===== src/include/otp_region_defs.vh =====
// constants for the secure-region serial command block
// assumes inclusion by the design files of that block only
`ifndef OTP_REGION_DEFS_VH
`define OTP_REGION_DEFS_VH

// ==========================================================
// opcodes
`define OP_PROG_REGION   8'h9b
`define OP_READ_REGION   8'h77
`define OP_WRITE_ENABLE  8'h06
`define OP_READ_STATUS   8'h05

// ==========================================================
// region layout
`define REGION_BYTES     128
`define USER_BYTES       64
`define ERASED_BYTE      8'hff

// ==========================================================
// frame counts (bytes after the opcode)
`define ADDR_BYTES       3'h3
`define DUMMY_BYTES      3'h2
`define PROG_DATA_START  3'h4
`define READ_DATA_START  3'h6
`define BIT_LAST         3'h7

// ==========================================================
// timing
`define PROG_TIME_NS     2_000_000
`define CLK_PERIOD_NS    40
`define BUSY_BIT         0

`endif


===== src/byte_skid_buffer.v =====
// two-entry valid/ready buffer for bytes entering the page buffer
// assumes one clock; source honours o_in_ready
`timescale 1ns/1ps
module byte_skid_buffer #(
  parameter WIDTH = 14
) (
  // clock and reset
  input  wire             i_clk_sys,
  input  wire             i_reset,
  // fill side
  input  wire             i_in_valid,
  input  wire [WIDTH-1:0] i_in_data,
  output wire             o_in_ready,
  // drain side
  output wire             o_out_valid,
  output wire [WIDTH-1:0] o_out_data,
  input  wire             i_out_ready
);

  reg [WIDTH-1:0] mem_q [0:1];
  reg             wr_ptr_q;
  reg             rd_ptr_q;
  reg [1:0]       count_q;
  wire            push;
  wire            pop;

  assign o_in_ready  = (count_q != 2'h2);
  assign o_out_valid = (count_q != 2'h0);
  assign o_out_data  = mem_q[rd_ptr_q];
  assign push        = i_in_valid & o_in_ready;
  assign pop         = o_out_valid & i_out_ready;

  always @(posedge i_clk_sys) begin
    if (push) begin
      mem_q[wr_ptr_q] <= i_in_data;
    end
  end

  always @(posedge i_clk_sys or posedge i_reset) begin
    if (i_reset) begin
      wr_ptr_q <= 1'b0;
      rd_ptr_q <= 1'b0;
      count_q  <= 2'h0;
    end else begin
      if (push) begin
        wr_ptr_q <= ~wr_ptr_q;
      end
      if (pop) begin
        rd_ptr_q <= ~rd_ptr_q;
      end
      if (push & ~pop) begin
        count_q <= count_q + 2'h1;
      end else if (pop & ~push) begin
        count_q <= count_q - 2'h1;
      end
    end
  end

endmodule


===== src/otp_region_access.v =====
// secure-region program and read commands of a serial flash slave
// assumes spi mode 0/3 pins from outside, oversampled by i_clk_sys
`timescale 1ns/1ps
`include "otp_region_defs.vh"

// Behaviour
// RULE_01 - 128-byte region, locations 0..63 user part
// RULE_02 - locations 64..127 fixed serial number
// RULE_03 - user part programs once, then refused
// RULE_04 - host sets write permit before programming
// RULE_05 - program frame: 9Bh, address, data bytes
// RULE_06 - program uses only six address bits
// RULE_07 - buffer pointer wraps past byte 63
// RULE_08 - only last 64 bytes kept
// RULE_09 - program on deselect; untouched bytes stay FFh
// RULE_10 - programming self-timed after chip select rises
// RULE_11 - incomplete or uneven frame aborts programming
// RULE_12 - abort clears write permit latch
// RULE_13 - status reads served, show busy
// RULE_14 - write permit cleared before programming ends
// RULE_15 - host should poll busy flag
// RULE_16 - shared page buffer overwritten by command
// RULE_17 - interrupted programming leaves part locked
// RULE_18 - read frame: 77h, address, two dummies, data
// RULE_19 - read wraps 7Fh to 00h seamlessly
// RULE_20 - deselect ends read, floats output
// RULE_21 - reads up to maximum serial clock rate
// RULE_22 - 06h on byte boundary sets latch
// RULE_23 - 05h streams status, bit0 busy
// RULE_24 - ready_busy_flag one while programming
// RULE_25 - msb first, sample rise, shift fall
// RULE_26 - read uses seven address bits
// RULE_27 - other opcodes ignored while busy
module otp_region_access #(
  parameter PROG_CYCLES = `PROG_TIME_NS / `CLK_PERIOD_NS,
  parameter [511:0] SERIAL_NUMBER = {64{8'h5a}}  // arbitrary value
) (
  // clock and reset
  input  wire       i_clk_sys,
  input  wire       i_reset,
  // serial link pins
  input  wire       i_sck,
  input  wire       i_cs_n,
  input  wire       i_si,
  output reg        o_so,
  output reg        o_so_oe_n,
  // state seen outside
  input  wire       i_power_good,
  output reg        o_ready_busy_flag,
  output reg        o_write_permit_latch,
  output reg        o_user_locked
);

  localparam S_IDLE = 4'b0001;
  localparam S_PROG = 4'b0010;
  localparam S_READ = 4'b0100;
  localparam S_STAT = 4'b1000;

  // ========================================================
  // pin synchronisers
  reg [1:0] sck_s_q;
  reg [1:0] cs_s_q;
  reg [1:0] si_s_q;
  reg [1:0] pg_s_q;
  reg       sck_d1_q;
  reg       cs_d1_q;
  wire      sck_rise = sck_s_q[1] & ~sck_d1_q;
  wire      sck_fall = ~sck_s_q[1] & sck_d1_q;
  wire      cs_rise  = cs_s_q[1] & ~cs_d1_q;
  wire      cs_low   = ~cs_s_q[1];

  always @(posedge i_clk_sys or posedge i_reset) begin
    if (i_reset) begin
      sck_s_q  <= 2'b00;
      cs_s_q   <= 2'b11;
      si_s_q   <= 2'b00;
      pg_s_q   <= 2'b11;
      sck_d1_q <= 1'b0;
      cs_d1_q  <= 1'b1;
    end else begin
      sck_s_q  <= {sck_s_q[0], i_sck};
      cs_s_q   <= {cs_s_q[0], i_cs_n};
      si_s_q   <= {si_s_q[0], i_si};
      pg_s_q   <= {pg_s_q[0], i_power_good};
      sck_d1_q <= sck_s_q[1];
      cs_d1_q  <= cs_s_q[1];
    end
  end

  // ========================================================
  // storage
  reg [7:0] user_mem [0:`USER_BYTES-1];                 // RULE_01
  reg [7:0] page_buf [0:255];                           // RULE_16
  reg [63:0] buf_hit_q;

  // ========================================================
  // frame state
  reg [3:0]  state_q;
  reg [2:0]  bit_cnt_q;
  reg [2:0]  byte_cnt_q;
  reg [7:0]  shift_q;
  reg [6:0]  addr_q;
  reg        data_seen_q;
  reg [7:0]  opcode_q;
  reg        op_valid_q;
  reg [7:0]  out_q;
  reg        out_ld_q;
  reg        prog_arm_q;
  reg        busy_q;
  reg [31:0] prog_cnt_q;
  reg [6:0]  prog_idx_q;
  reg        in_valid_q;
  reg [13:0] in_data_q;
  wire       in_ready;
  wire       buf_valid;
  wire [13:0] buf_data;
  wire [7:0] byte_in = {shift_q[6:0], si_s_q[1]};
  wire       byte_done = sck_rise & (bit_cnt_q == `BIT_LAST);
  wire [7:0] status_byte = {6'h00, o_write_permit_latch, busy_q};
  wire [6:0] rd_next = addr_q + 7'h01;                  // RULE_19
  wire [7:0] rd_byte = addr_q[6] ?
    SERIAL_NUMBER[{addr_q[5:0], 3'b000} +: 8] :         // RULE_02
    user_mem[addr_q[5:0]];

  // bytes reach the page buffer through the skid buffer
  byte_skid_buffer #(
    .WIDTH (14)
  ) u_skid (
    .i_clk_sys   (i_clk_sys),
    .i_reset     (i_reset),
    .i_in_valid  (in_valid_q),
    .i_in_data   (in_data_q),
    .o_in_ready  (in_ready),
    .o_out_valid (buf_valid),
    .o_out_data  (buf_data),
    .i_out_ready (1'b1)
  );

  always @(posedge i_clk_sys) begin
    if (buf_valid) begin
      page_buf[{2'b00, buf_data[13:8]}] <= buf_data[7:0];  // RULE_08
    end
  end

  // ========================================================
  // command decoder and shifter
  always @(posedge i_clk_sys or posedge i_reset) begin
    if (i_reset) begin
      state_q              <= S_IDLE;
      bit_cnt_q            <= 3'h0;
      byte_cnt_q           <= 3'h0;
      shift_q              <= 8'h00;
      addr_q               <= 7'h00;
      data_seen_q          <= 1'b0;
      opcode_q             <= 8'h00;
      op_valid_q           <= 1'b0;
      out_q                <= 8'h00;
      out_ld_q             <= 1'b0;
      prog_arm_q           <= 1'b0;
      o_write_permit_latch <= 1'b0;
      in_valid_q           <= 1'b0;
      in_data_q            <= 14'h0000;
      buf_hit_q            <= 64'h0;
      o_so                 <= 1'b0;
      o_so_oe_n            <= 1'b1;
    end else begin
      prog_arm_q <= 1'b0;
      out_ld_q   <= 1'b0;
      if (in_ready) begin
        in_valid_q <= 1'b0;
      end
      if (cs_rise) begin
        o_so_oe_n <= 1'b1;                              // RULE_20
        if (op_valid_q && bit_cnt_q == 3'h0) begin
          if (opcode_q == `OP_WRITE_ENABLE && !busy_q) begin
            o_write_permit_latch <= 1'b1;               // RULE_22
          end
        end
        if (state_q == S_PROG) begin
          if (data_seen_q && bit_cnt_q == 3'h0 && !o_user_locked) begin
            prog_arm_q <= 1'b1;                         // RULE_09 RULE_11
          end else begin
            o_write_permit_latch <= 1'b0;               // RULE_12
          end
        end
        state_q     <= S_IDLE;
        bit_cnt_q   <= 3'h0;
        byte_cnt_q  <= 3'h0;
        op_valid_q  <= 1'b0;
        data_seen_q <= 1'b0;
      end else if (cs_low && sck_rise) begin            // RULE_25
        bit_cnt_q <= bit_cnt_q + 3'h1;
        shift_q   <= byte_in;
        if (byte_done) begin
          if (!op_valid_q) begin
            op_valid_q <= 1'b1;
            opcode_q   <= byte_in;
            if (byte_in == `OP_READ_STATUS) begin
              state_q <= S_STAT;                        // RULE_13
              out_q   <= status_byte;
              out_ld_q <= 1'b1;
            end else if (busy_q) begin
              state_q <= S_IDLE;                        // RULE_27
              op_valid_q <= 1'b1;
              opcode_q   <= 8'h00;
            end else if (byte_in == `OP_PROG_REGION &&
                         o_write_permit_latch) begin    // RULE_04
              state_q   <= S_PROG;                      // RULE_05
              buf_hit_q <= 64'h0;
            end else if (byte_in == `OP_READ_REGION) begin
              state_q <= S_READ;                        // RULE_18
            end
          end else begin
            if (byte_cnt_q != 3'h7) begin
              byte_cnt_q <= byte_cnt_q + 3'h1;
            end
            if (byte_cnt_q == 3'h2) begin
              addr_q <= byte_in[6:0];                   // RULE_26
            end
            if (state_q == S_PROG) begin
              if (byte_cnt_q == 3'h2) begin
                addr_q <= {1'b0, byte_in[5:0]};         // RULE_06
              end else if (byte_cnt_q >= 3'h3) begin
                data_seen_q <= 1'b1;
                in_valid_q  <= 1'b1;
                in_data_q   <= {addr_q[5:0], byte_in};
                buf_hit_q[addr_q[5:0]] <= 1'b1;
                addr_q <= {1'b0, addr_q[5:0] + 6'h01};  // RULE_07
              end
            end
            if (state_q == S_READ && byte_cnt_q >= 3'h4) begin
              // step past the byte just loaded, else it goes out twice
              out_q    <= rd_byte;
              out_ld_q <= 1'b1;
              addr_q   <= rd_next;
            end
            if (state_q == S_STAT) begin
              out_q    <= status_byte;                  // RULE_23
              out_ld_q <= 1'b1;
            end
          end
        end
      end else if (cs_low && sck_fall && out_ld_q == 1'b0 &&
                   (state_q == S_STAT ||
                    (state_q == S_READ &&
                     byte_cnt_q >= `DUMMY_BYTES + `ADDR_BYTES))) begin
        o_so_oe_n <= 1'b0;                              // RULE_21
        o_so      <= out_q[~bit_cnt_q];
      end
      if (prog_arm_q || (busy_q && prog_cnt_q == 32'h1)) begin
        o_write_permit_latch <= 1'b0;                   // RULE_14
      end
    end
  end

  // ========================================================
  // self-timed programming
  always @(posedge i_clk_sys or posedge i_reset) begin
    if (i_reset) begin
      busy_q            <= 1'b0;
      prog_cnt_q        <= 32'h0;
      prog_idx_q        <= 7'h00;
      o_ready_busy_flag <= 1'b0;
    end else begin
      o_ready_busy_flag <= busy_q | prog_arm_q;         // RULE_24
      if (prog_arm_q) begin
        busy_q     <= 1'b1;                             // RULE_10
        prog_cnt_q <= PROG_CYCLES;
        prog_idx_q <= 7'h00;
      end else if (busy_q) begin
        if (prog_idx_q[6] == 1'b0) begin
          prog_idx_q <= prog_idx_q + 7'h01;
        end
        if (prog_cnt_q <= 32'h1) begin
          busy_q <= 1'b0;
        end else begin
          prog_cnt_q <= prog_cnt_q - 32'h1;
        end
      end
    end
  end

  integer i;
  always @(posedge i_clk_sys) begin
    if (busy_q && !prog_idx_q[6] && buf_hit_q[prog_idx_q[5:0]]) begin
      user_mem[prog_idx_q[5:0]] <= page_buf[{2'b00, prog_idx_q[5:0]}];
    end
  end

  // erased state of the user part at power-up
  initial begin
    for (i = 0; i < `USER_BYTES; i = i + 1) begin
      user_mem[i] = `ERASED_BYTE;                       // RULE_09
    end
  end

  // lock set at arm, so a power loss mid-cycle still locks
  always @(posedge i_clk_sys or posedge i_reset) begin
    if (i_reset) begin
      o_user_locked <= 1'b0;
    end else if (prog_arm_q || (busy_q && !pg_s_q[1])) begin
      o_user_locked <= 1'b1;                            // RULE_03 RULE_17
    end
  end

endmodule


===== config.mk =====
export PLATFORM = sky130hd
export DESIGN_NAME = otp_region_access
export DESIGN_NICKNAME = d
export VERILOG_FILES = /design/src/byte_skid_buffer.v /design/src/otp_region_access.v
export VERILOG_INCLUDE_DIRS = /design/src /design/src/include
export SDC_FILE = /design/constraint.sdc
export NUM_CORES = 1
export LEC_CHECK = 0
export BUFFER_PORTS_ARGS = -buffer_cell sky130_fd_sc_hd__buf_2
export CAP_MARGIN = 20
export CORE_MARGIN = 1
export CORE_UTILIZATION = 35
export DETAILED_ROUTE_END_ITERATION = 10
export HOLD_SLACK_MARGIN = 0.05
export PLACE_DENSITY = 0.48
export SYNTH_ARGS = -nofsm -noshare
export SYNTH_HDL_FRONTEND = slang
export SYNTH_SLANG_ARGS = --single-unit

===== constraint.sdc =====
create_clock -name i_clk_sys -period 13.6 [get_ports i_clk_sys]
set_input_delay 2.04 -clock i_clk_sys [delete_from_list [all_inputs] [get_ports i_clk_sys]]
set_output_delay 2.04 -clock i_clk_sys [all_outputs]
set_load 0.1 [all_outputs]

==> impl.org <==
** Timing
- Max Clock Freq :: 0.2060 GHz
- Setup repair after global routing missed its margin :: no
- Final count of pins violating max slew :: 0
- Final Hold Violating Endpoints :: 0
- The final critical path takes up 35.69% of the cycle.
- Worst Skew :: 0.03326 ns
- For the finished layout, the period the worst path requires is 4.853 ns.
- At the pin with the least slew margin, the transition time is 1.321 ns.
- Setup TNS :: 0 ns
- Final setup vio count :: 0
- Hold is met by 0.3540 ns.
- Max-slew headroom at the worst pin :: 11.66%

** Pwr
- The internal power of the cells totals 6.254 mW.
- Power comes to 7.852 mW.
- Leakage :: 14.81 nW
- Sequential fraction of design power :: 52.1%
- Power density over the cells :: 138.8 nW/um^2
- Switching power as a share of total power :: 20.36%
- Net switching power :: 1.598 mW
- Across the VDD grid, the largest voltage drop is 100.5 uV.
- The share of total power dissipated in combinational logic is 0.4%.
- The clock network burns 47.4% of the power.

** Place
- Detailed placement ended at an HPWL of 90150 microns.
- Final estimated routing congestion in global placement :: 0.8722
- IO Port Bufs :: 10
- Post-Place Cells :: 4913
- Cell Area, Placed :: 51930 sq um

** Layout
- Cells with a size suffix above 1 make up 17.83% of the layout.
- Area Growth Syn to Fin :: 14.23%
- For this run, the post-layout net count is 3202.
- Most frequent standard cell in the layout excluding fill and tap cells :: sky130_fd_sc_hd__edfxtp_1
- Most used cells in the layout excluding fill and tap cells :: sky130_fd_sc_hd__edfxtp_1, sky130_fd_sc_hd__nor2_1, sky130_fd_sc_hd__nand2_1, sky130_fd_sc_hd__dfrtp_1, sky130_fd_sc_hd__mux2_2
- Summing all non-filler instances in the final layout gives an area of 56570 sq um.
- Diode count :: 0
- Final Instance Count excl. Fillers :: 5173

** Route
- The routed layout has 29500 vias.
- The detail route stage leaves a number of antenna-violating nets equal to 0.
- The pre-antenna-repair detailed-routing pass consisted of 6 iterations.
- Detailed-route DRC error count :: 0
- Summed over all layers, the routed wires come to 148200 microns.
- In this run, the number of DRC markers left after iteration 0 of detailed routing was 3554.
- After detailed routing, the average wire length per cell comes to 28.65 microns.
- After detailed routing, the number of vias per cell comes to 5.702.

** Global routing
- Total overflow reported by the global router :: 0
- The number of antenna violations at the first check in global routing came to 1.
- Number of global-route vias before repair :: 29330
- Entering global routing, the biggest net connects 110 pins.
- First-pass GRT wire length :: 214300 microns
- In the global route stage, overall resource usage came out at 20.77%.

** Job
- Max-cap viol count :: 0

** Critical path
- By startpoint and endpoint, the worst setup path is classified as register to register.
- The worst setup path is captured at a register.
- At the worst endpoint, the required time is 14.04 ns.
- STA classifies the critical path startpoint as a register.
- The slowest stage of the critical path is the sky130_fd_sc_hd__and2_1 cell.
- Along the worst path, the maximum fanout reaches 109.
- Endpoint arrival time on the critical path :: 5.29 ns
- On the worst path, the slowest cell contributes a delay of 0.88 ns.
- Cell Chain, Critical Path :: buf_12 -> and2_1 -> a221oi_1 -> o21ai_0 -> a222oi_1 -> nand4_1 -> buf_4

** Synthesis
- The synthesized design contains 1052 enable-type register cells.
- The share of the Yosys chip area taken by registers is 73.01%.
- Among all flip-flop cells after synthesis, the most frequent one is sky130_fd_sc_hd__edfxtp_1.
- Summing every instance area after synthesis gives 49520 sq um.
- Post-synthesis register bit count :: 1234
- After technology mapping, the gate count stands at 3136.
- Counting flops with an async set or reset pin after synthesis yields a share of 14.75%.
- Yosys mapped the design onto 82 distinct sky130hd cell types.
- The number of nets handed over by synthesis was 3155.
- Mean area per synthesized cell :: 15.79 sq um
- Warning count from the yosys run :: 0

** Clock network
- Resize count post-CTS :: 0
- Clock-pin slew reported for the worst setup and hold paths after clock tree synthesis :: 0.06 ns
- The clock tree synthesis step divided the H-tree into 4 levels.
- Worst-case clock buffer depth :: 3
- Clock latency on the worst-skew pair, taken at its later pin, is 0.78 ns.
- Clock sink count :: 1234
- # hold bufs at CTS :: 0
- CTS Root Cell :: sky130_fd_sc_hd__clkbuf_16
- Post-CTS timing repair inserted 0 buffers for setup.
- Total CTS buffers :: 137
- CTS tree :: done

** Floorplan
- X dimension of the die :: 378.1 microns
- Once the floorplan was initialized, standard cells occupied 35.40% of the core.
- Die Span Y :: 378.1 microns
- Die Area :: 143000 sq um
- 11 I/O pins were placed.
- The floorplan has 137 rows.
- The core region is 139900 sq um.

** Min path
- The path class of the tightest hold or removal check is register to register.

** Outcome
- The flow ran to the end, and the final reports show no timing, DRC or antenna violations.
[registers in the layout, summed over array words and instances (netlist names), 3 cells and up]
| register | flops |
|---|---|
| addr_q | 7 |
| prog_cnt_q | 32 |
| opcode_q | 8 |
| state_q | 4 |
| page_buf | 512 |
| byte_cnt_q | 3 |
| in_data_q | 14 |
| buf_hit_q | 64 |
| user_mem | 512 |
| bit_cnt_q | 3 |
| u_skid.mem_q | 28 |
| shift_q | 7 |
| prog_idx_q | 7 |
| out_q | 8 |
[Yosys cell counts (8+ instances only)]
library cell,n,share of area [%]
sky130_fd_sc_hd__a221oi_1,133,2.4
sky130_fd_sc_hd__nand2b_1,15,0.19
sky130_fd_sc_hd__clkbuf_1,130,0.99
sky130_fd_sc_hd__a22oi_1,77,1.2
sky130_fd_sc_hd__a21oi_1,134,1.4
sky130_fd_sc_hd__ha_1,13,0.33
sky130_fd_sc_hd__buf_2,33,0.33
sky130_fd_sc_hd__nor2b_1,17,0.21
sky130_fd_sc_hd__buf_1,27,0.20
sky130_fd_sc_hd__a22o_1,11,0.19
sky130_fd_sc_hd__o2bb2ai_1,13,0.23
sky130_fd_sc_hd__o2111ai_1,8,0.14
sky130_fd_sc_hd__o22ai_1,52,0.66
sky130_fd_sc_hd__mux2_2,152,3.5
sky130_fd_sc_hd__a222oi_1,10,0.20
sky130_fd_sc_hd__o211ai_1,8,0.12
sky130_fd_sc_hd__mux4_2,79,3.6
sky130_fd_sc_hd__and2_1,8,0.10
sky130_fd_sc_hd__or4_1,9,0.14
sky130_fd_sc_hd__a31oi_1,15,0.19
sky130_fd_sc_hd__mux2i_1,94,1.9
sky130_fd_sc_hd__inv_1,27,0.20
sky130_fd_sc_hd__o221ai_1,8,0.14
sky130_fd_sc_hd__xor2_1,16,0.28
sky130_fd_sc_hd__nand3b_1,9,0.14
sky130_fd_sc_hd__edfxtp_1,1052,64
sky130_fd_sc_hd__nor3_1,25,0.25
sky130_fd_sc_hd__nand3_1,35,0.35
sky130_fd_sc_hd__dfrtp_1,175,8.8
sky130_fd_sc_hd__a32oi_1,8,0.14
sky130_fd_sc_hd__nand2_1,169,1.3
sky130_fd_sc_hd__a221o_1,14,0.28
sky130_fd_sc_hd__or3_1,18,0.23
sky130_fd_sc_hd__xnor2_1,15,0.27
sky130_fd_sc_hd__nor4_1,11,0.14
sky130_fd_sc_hd__nor2_1,308,2.3
sky130_fd_sc_hd__o21ai_0,75,0.76
sky130_fd_sc_hd__and3_1,8,0.10
[stage by stage]
step	util, %	setup slack (ns)
2_1_floorplan	-	6.628
3_5_place_dp	37.13	8.597
3_3_place_gp	37.07	8.649
4_1_cts	40.37	8.591
6_report	40.44	8.747
5_1_grt	40.44	8.695
[final cells by class]
class	instances	area [sq um]
clock buffers	168	3649
clock inverters	85	882.1
fillers	12750	83310
inverters	33	131.4
multi-input cells	1678	12570
flip-flops and latches	1234	36180
well taps	1876	2347
repair buffers	99	805.8
[worst paths after layout]
check / startpoint / to / slack [ns] / cells past startpoint
hold reg to reg: cs_s_q[0] / cs_s_q[1] / 0.35 / 0
max in group asynchronous: i_reset / pg_s_q[0] / 11.08 / 4
setup / recovery: prog_idx_q[2] / user_mem[13][6] / 8.75 / 7
setup reg to reg: prog_idx_q[2] / user_mem[13][6] / 8.75 / 7
min in group asynchronous: i_reset / prog_cnt_q[17] / 1.39 / 2
hold / removal: cs_s_q[0] / cs_s_q[1] / 0.35 / 0
[power by group through the flow]
| stage | Sequential [mW] | Combinational [mW] | Clock [mW] |
|---|---|---|---|
| final | 4.09 | 0.0346 | 3.72 |
| after global routing | 4.09 | 0.0388 | 3.93 |
| after CTS | 4.09 | 0.0346 | 3.80 |
| after detailed placement | 4.17 | 0.0346 | 0 |
| after global placement | 4.17 | 0.0331 | 0 |
| after floorplan | 4.15 | 0.0310 | 0 |
[kinds of logic (layout without fill, tap and decap cells)]
group | after synthesis | count (layout) | share of synthesized area (%)
AOI/OAI and AO/OA | 636 | 636 | 9.185
muxes | 325 | 325 | 8.950
and+or+nand+nor | 673 | 673 | 6.191
adders and majority gates | 13 | 13 | 0.3285
buffers and inverters | 224 | 385 | 1.789
xor gates and xnor gates | 31 | 31 | 0.5483
DFF | 1234 | 1234 | 73.01
[routing by layer]
metal  track usage, %  up-vias  wire [microns]
met2            32.54     1296           69400
li1                 -    12530               -
met1            29.56    15480           64590
met5                0        -               0
met4            6.249        0            3817
met3            3.465      200           10410
[critical path: cells and delay by family (launching register included)]
family / cells / cell delay (ns)
DFF: 1 / 0.86
and+or+nand+nor: 2 / 1.02
AOI/OAI and AO/OA: 3 / 1.13
buffers and inverters: 2 / 1.22
Note: power is estimated with default switching activity, not from simulation.
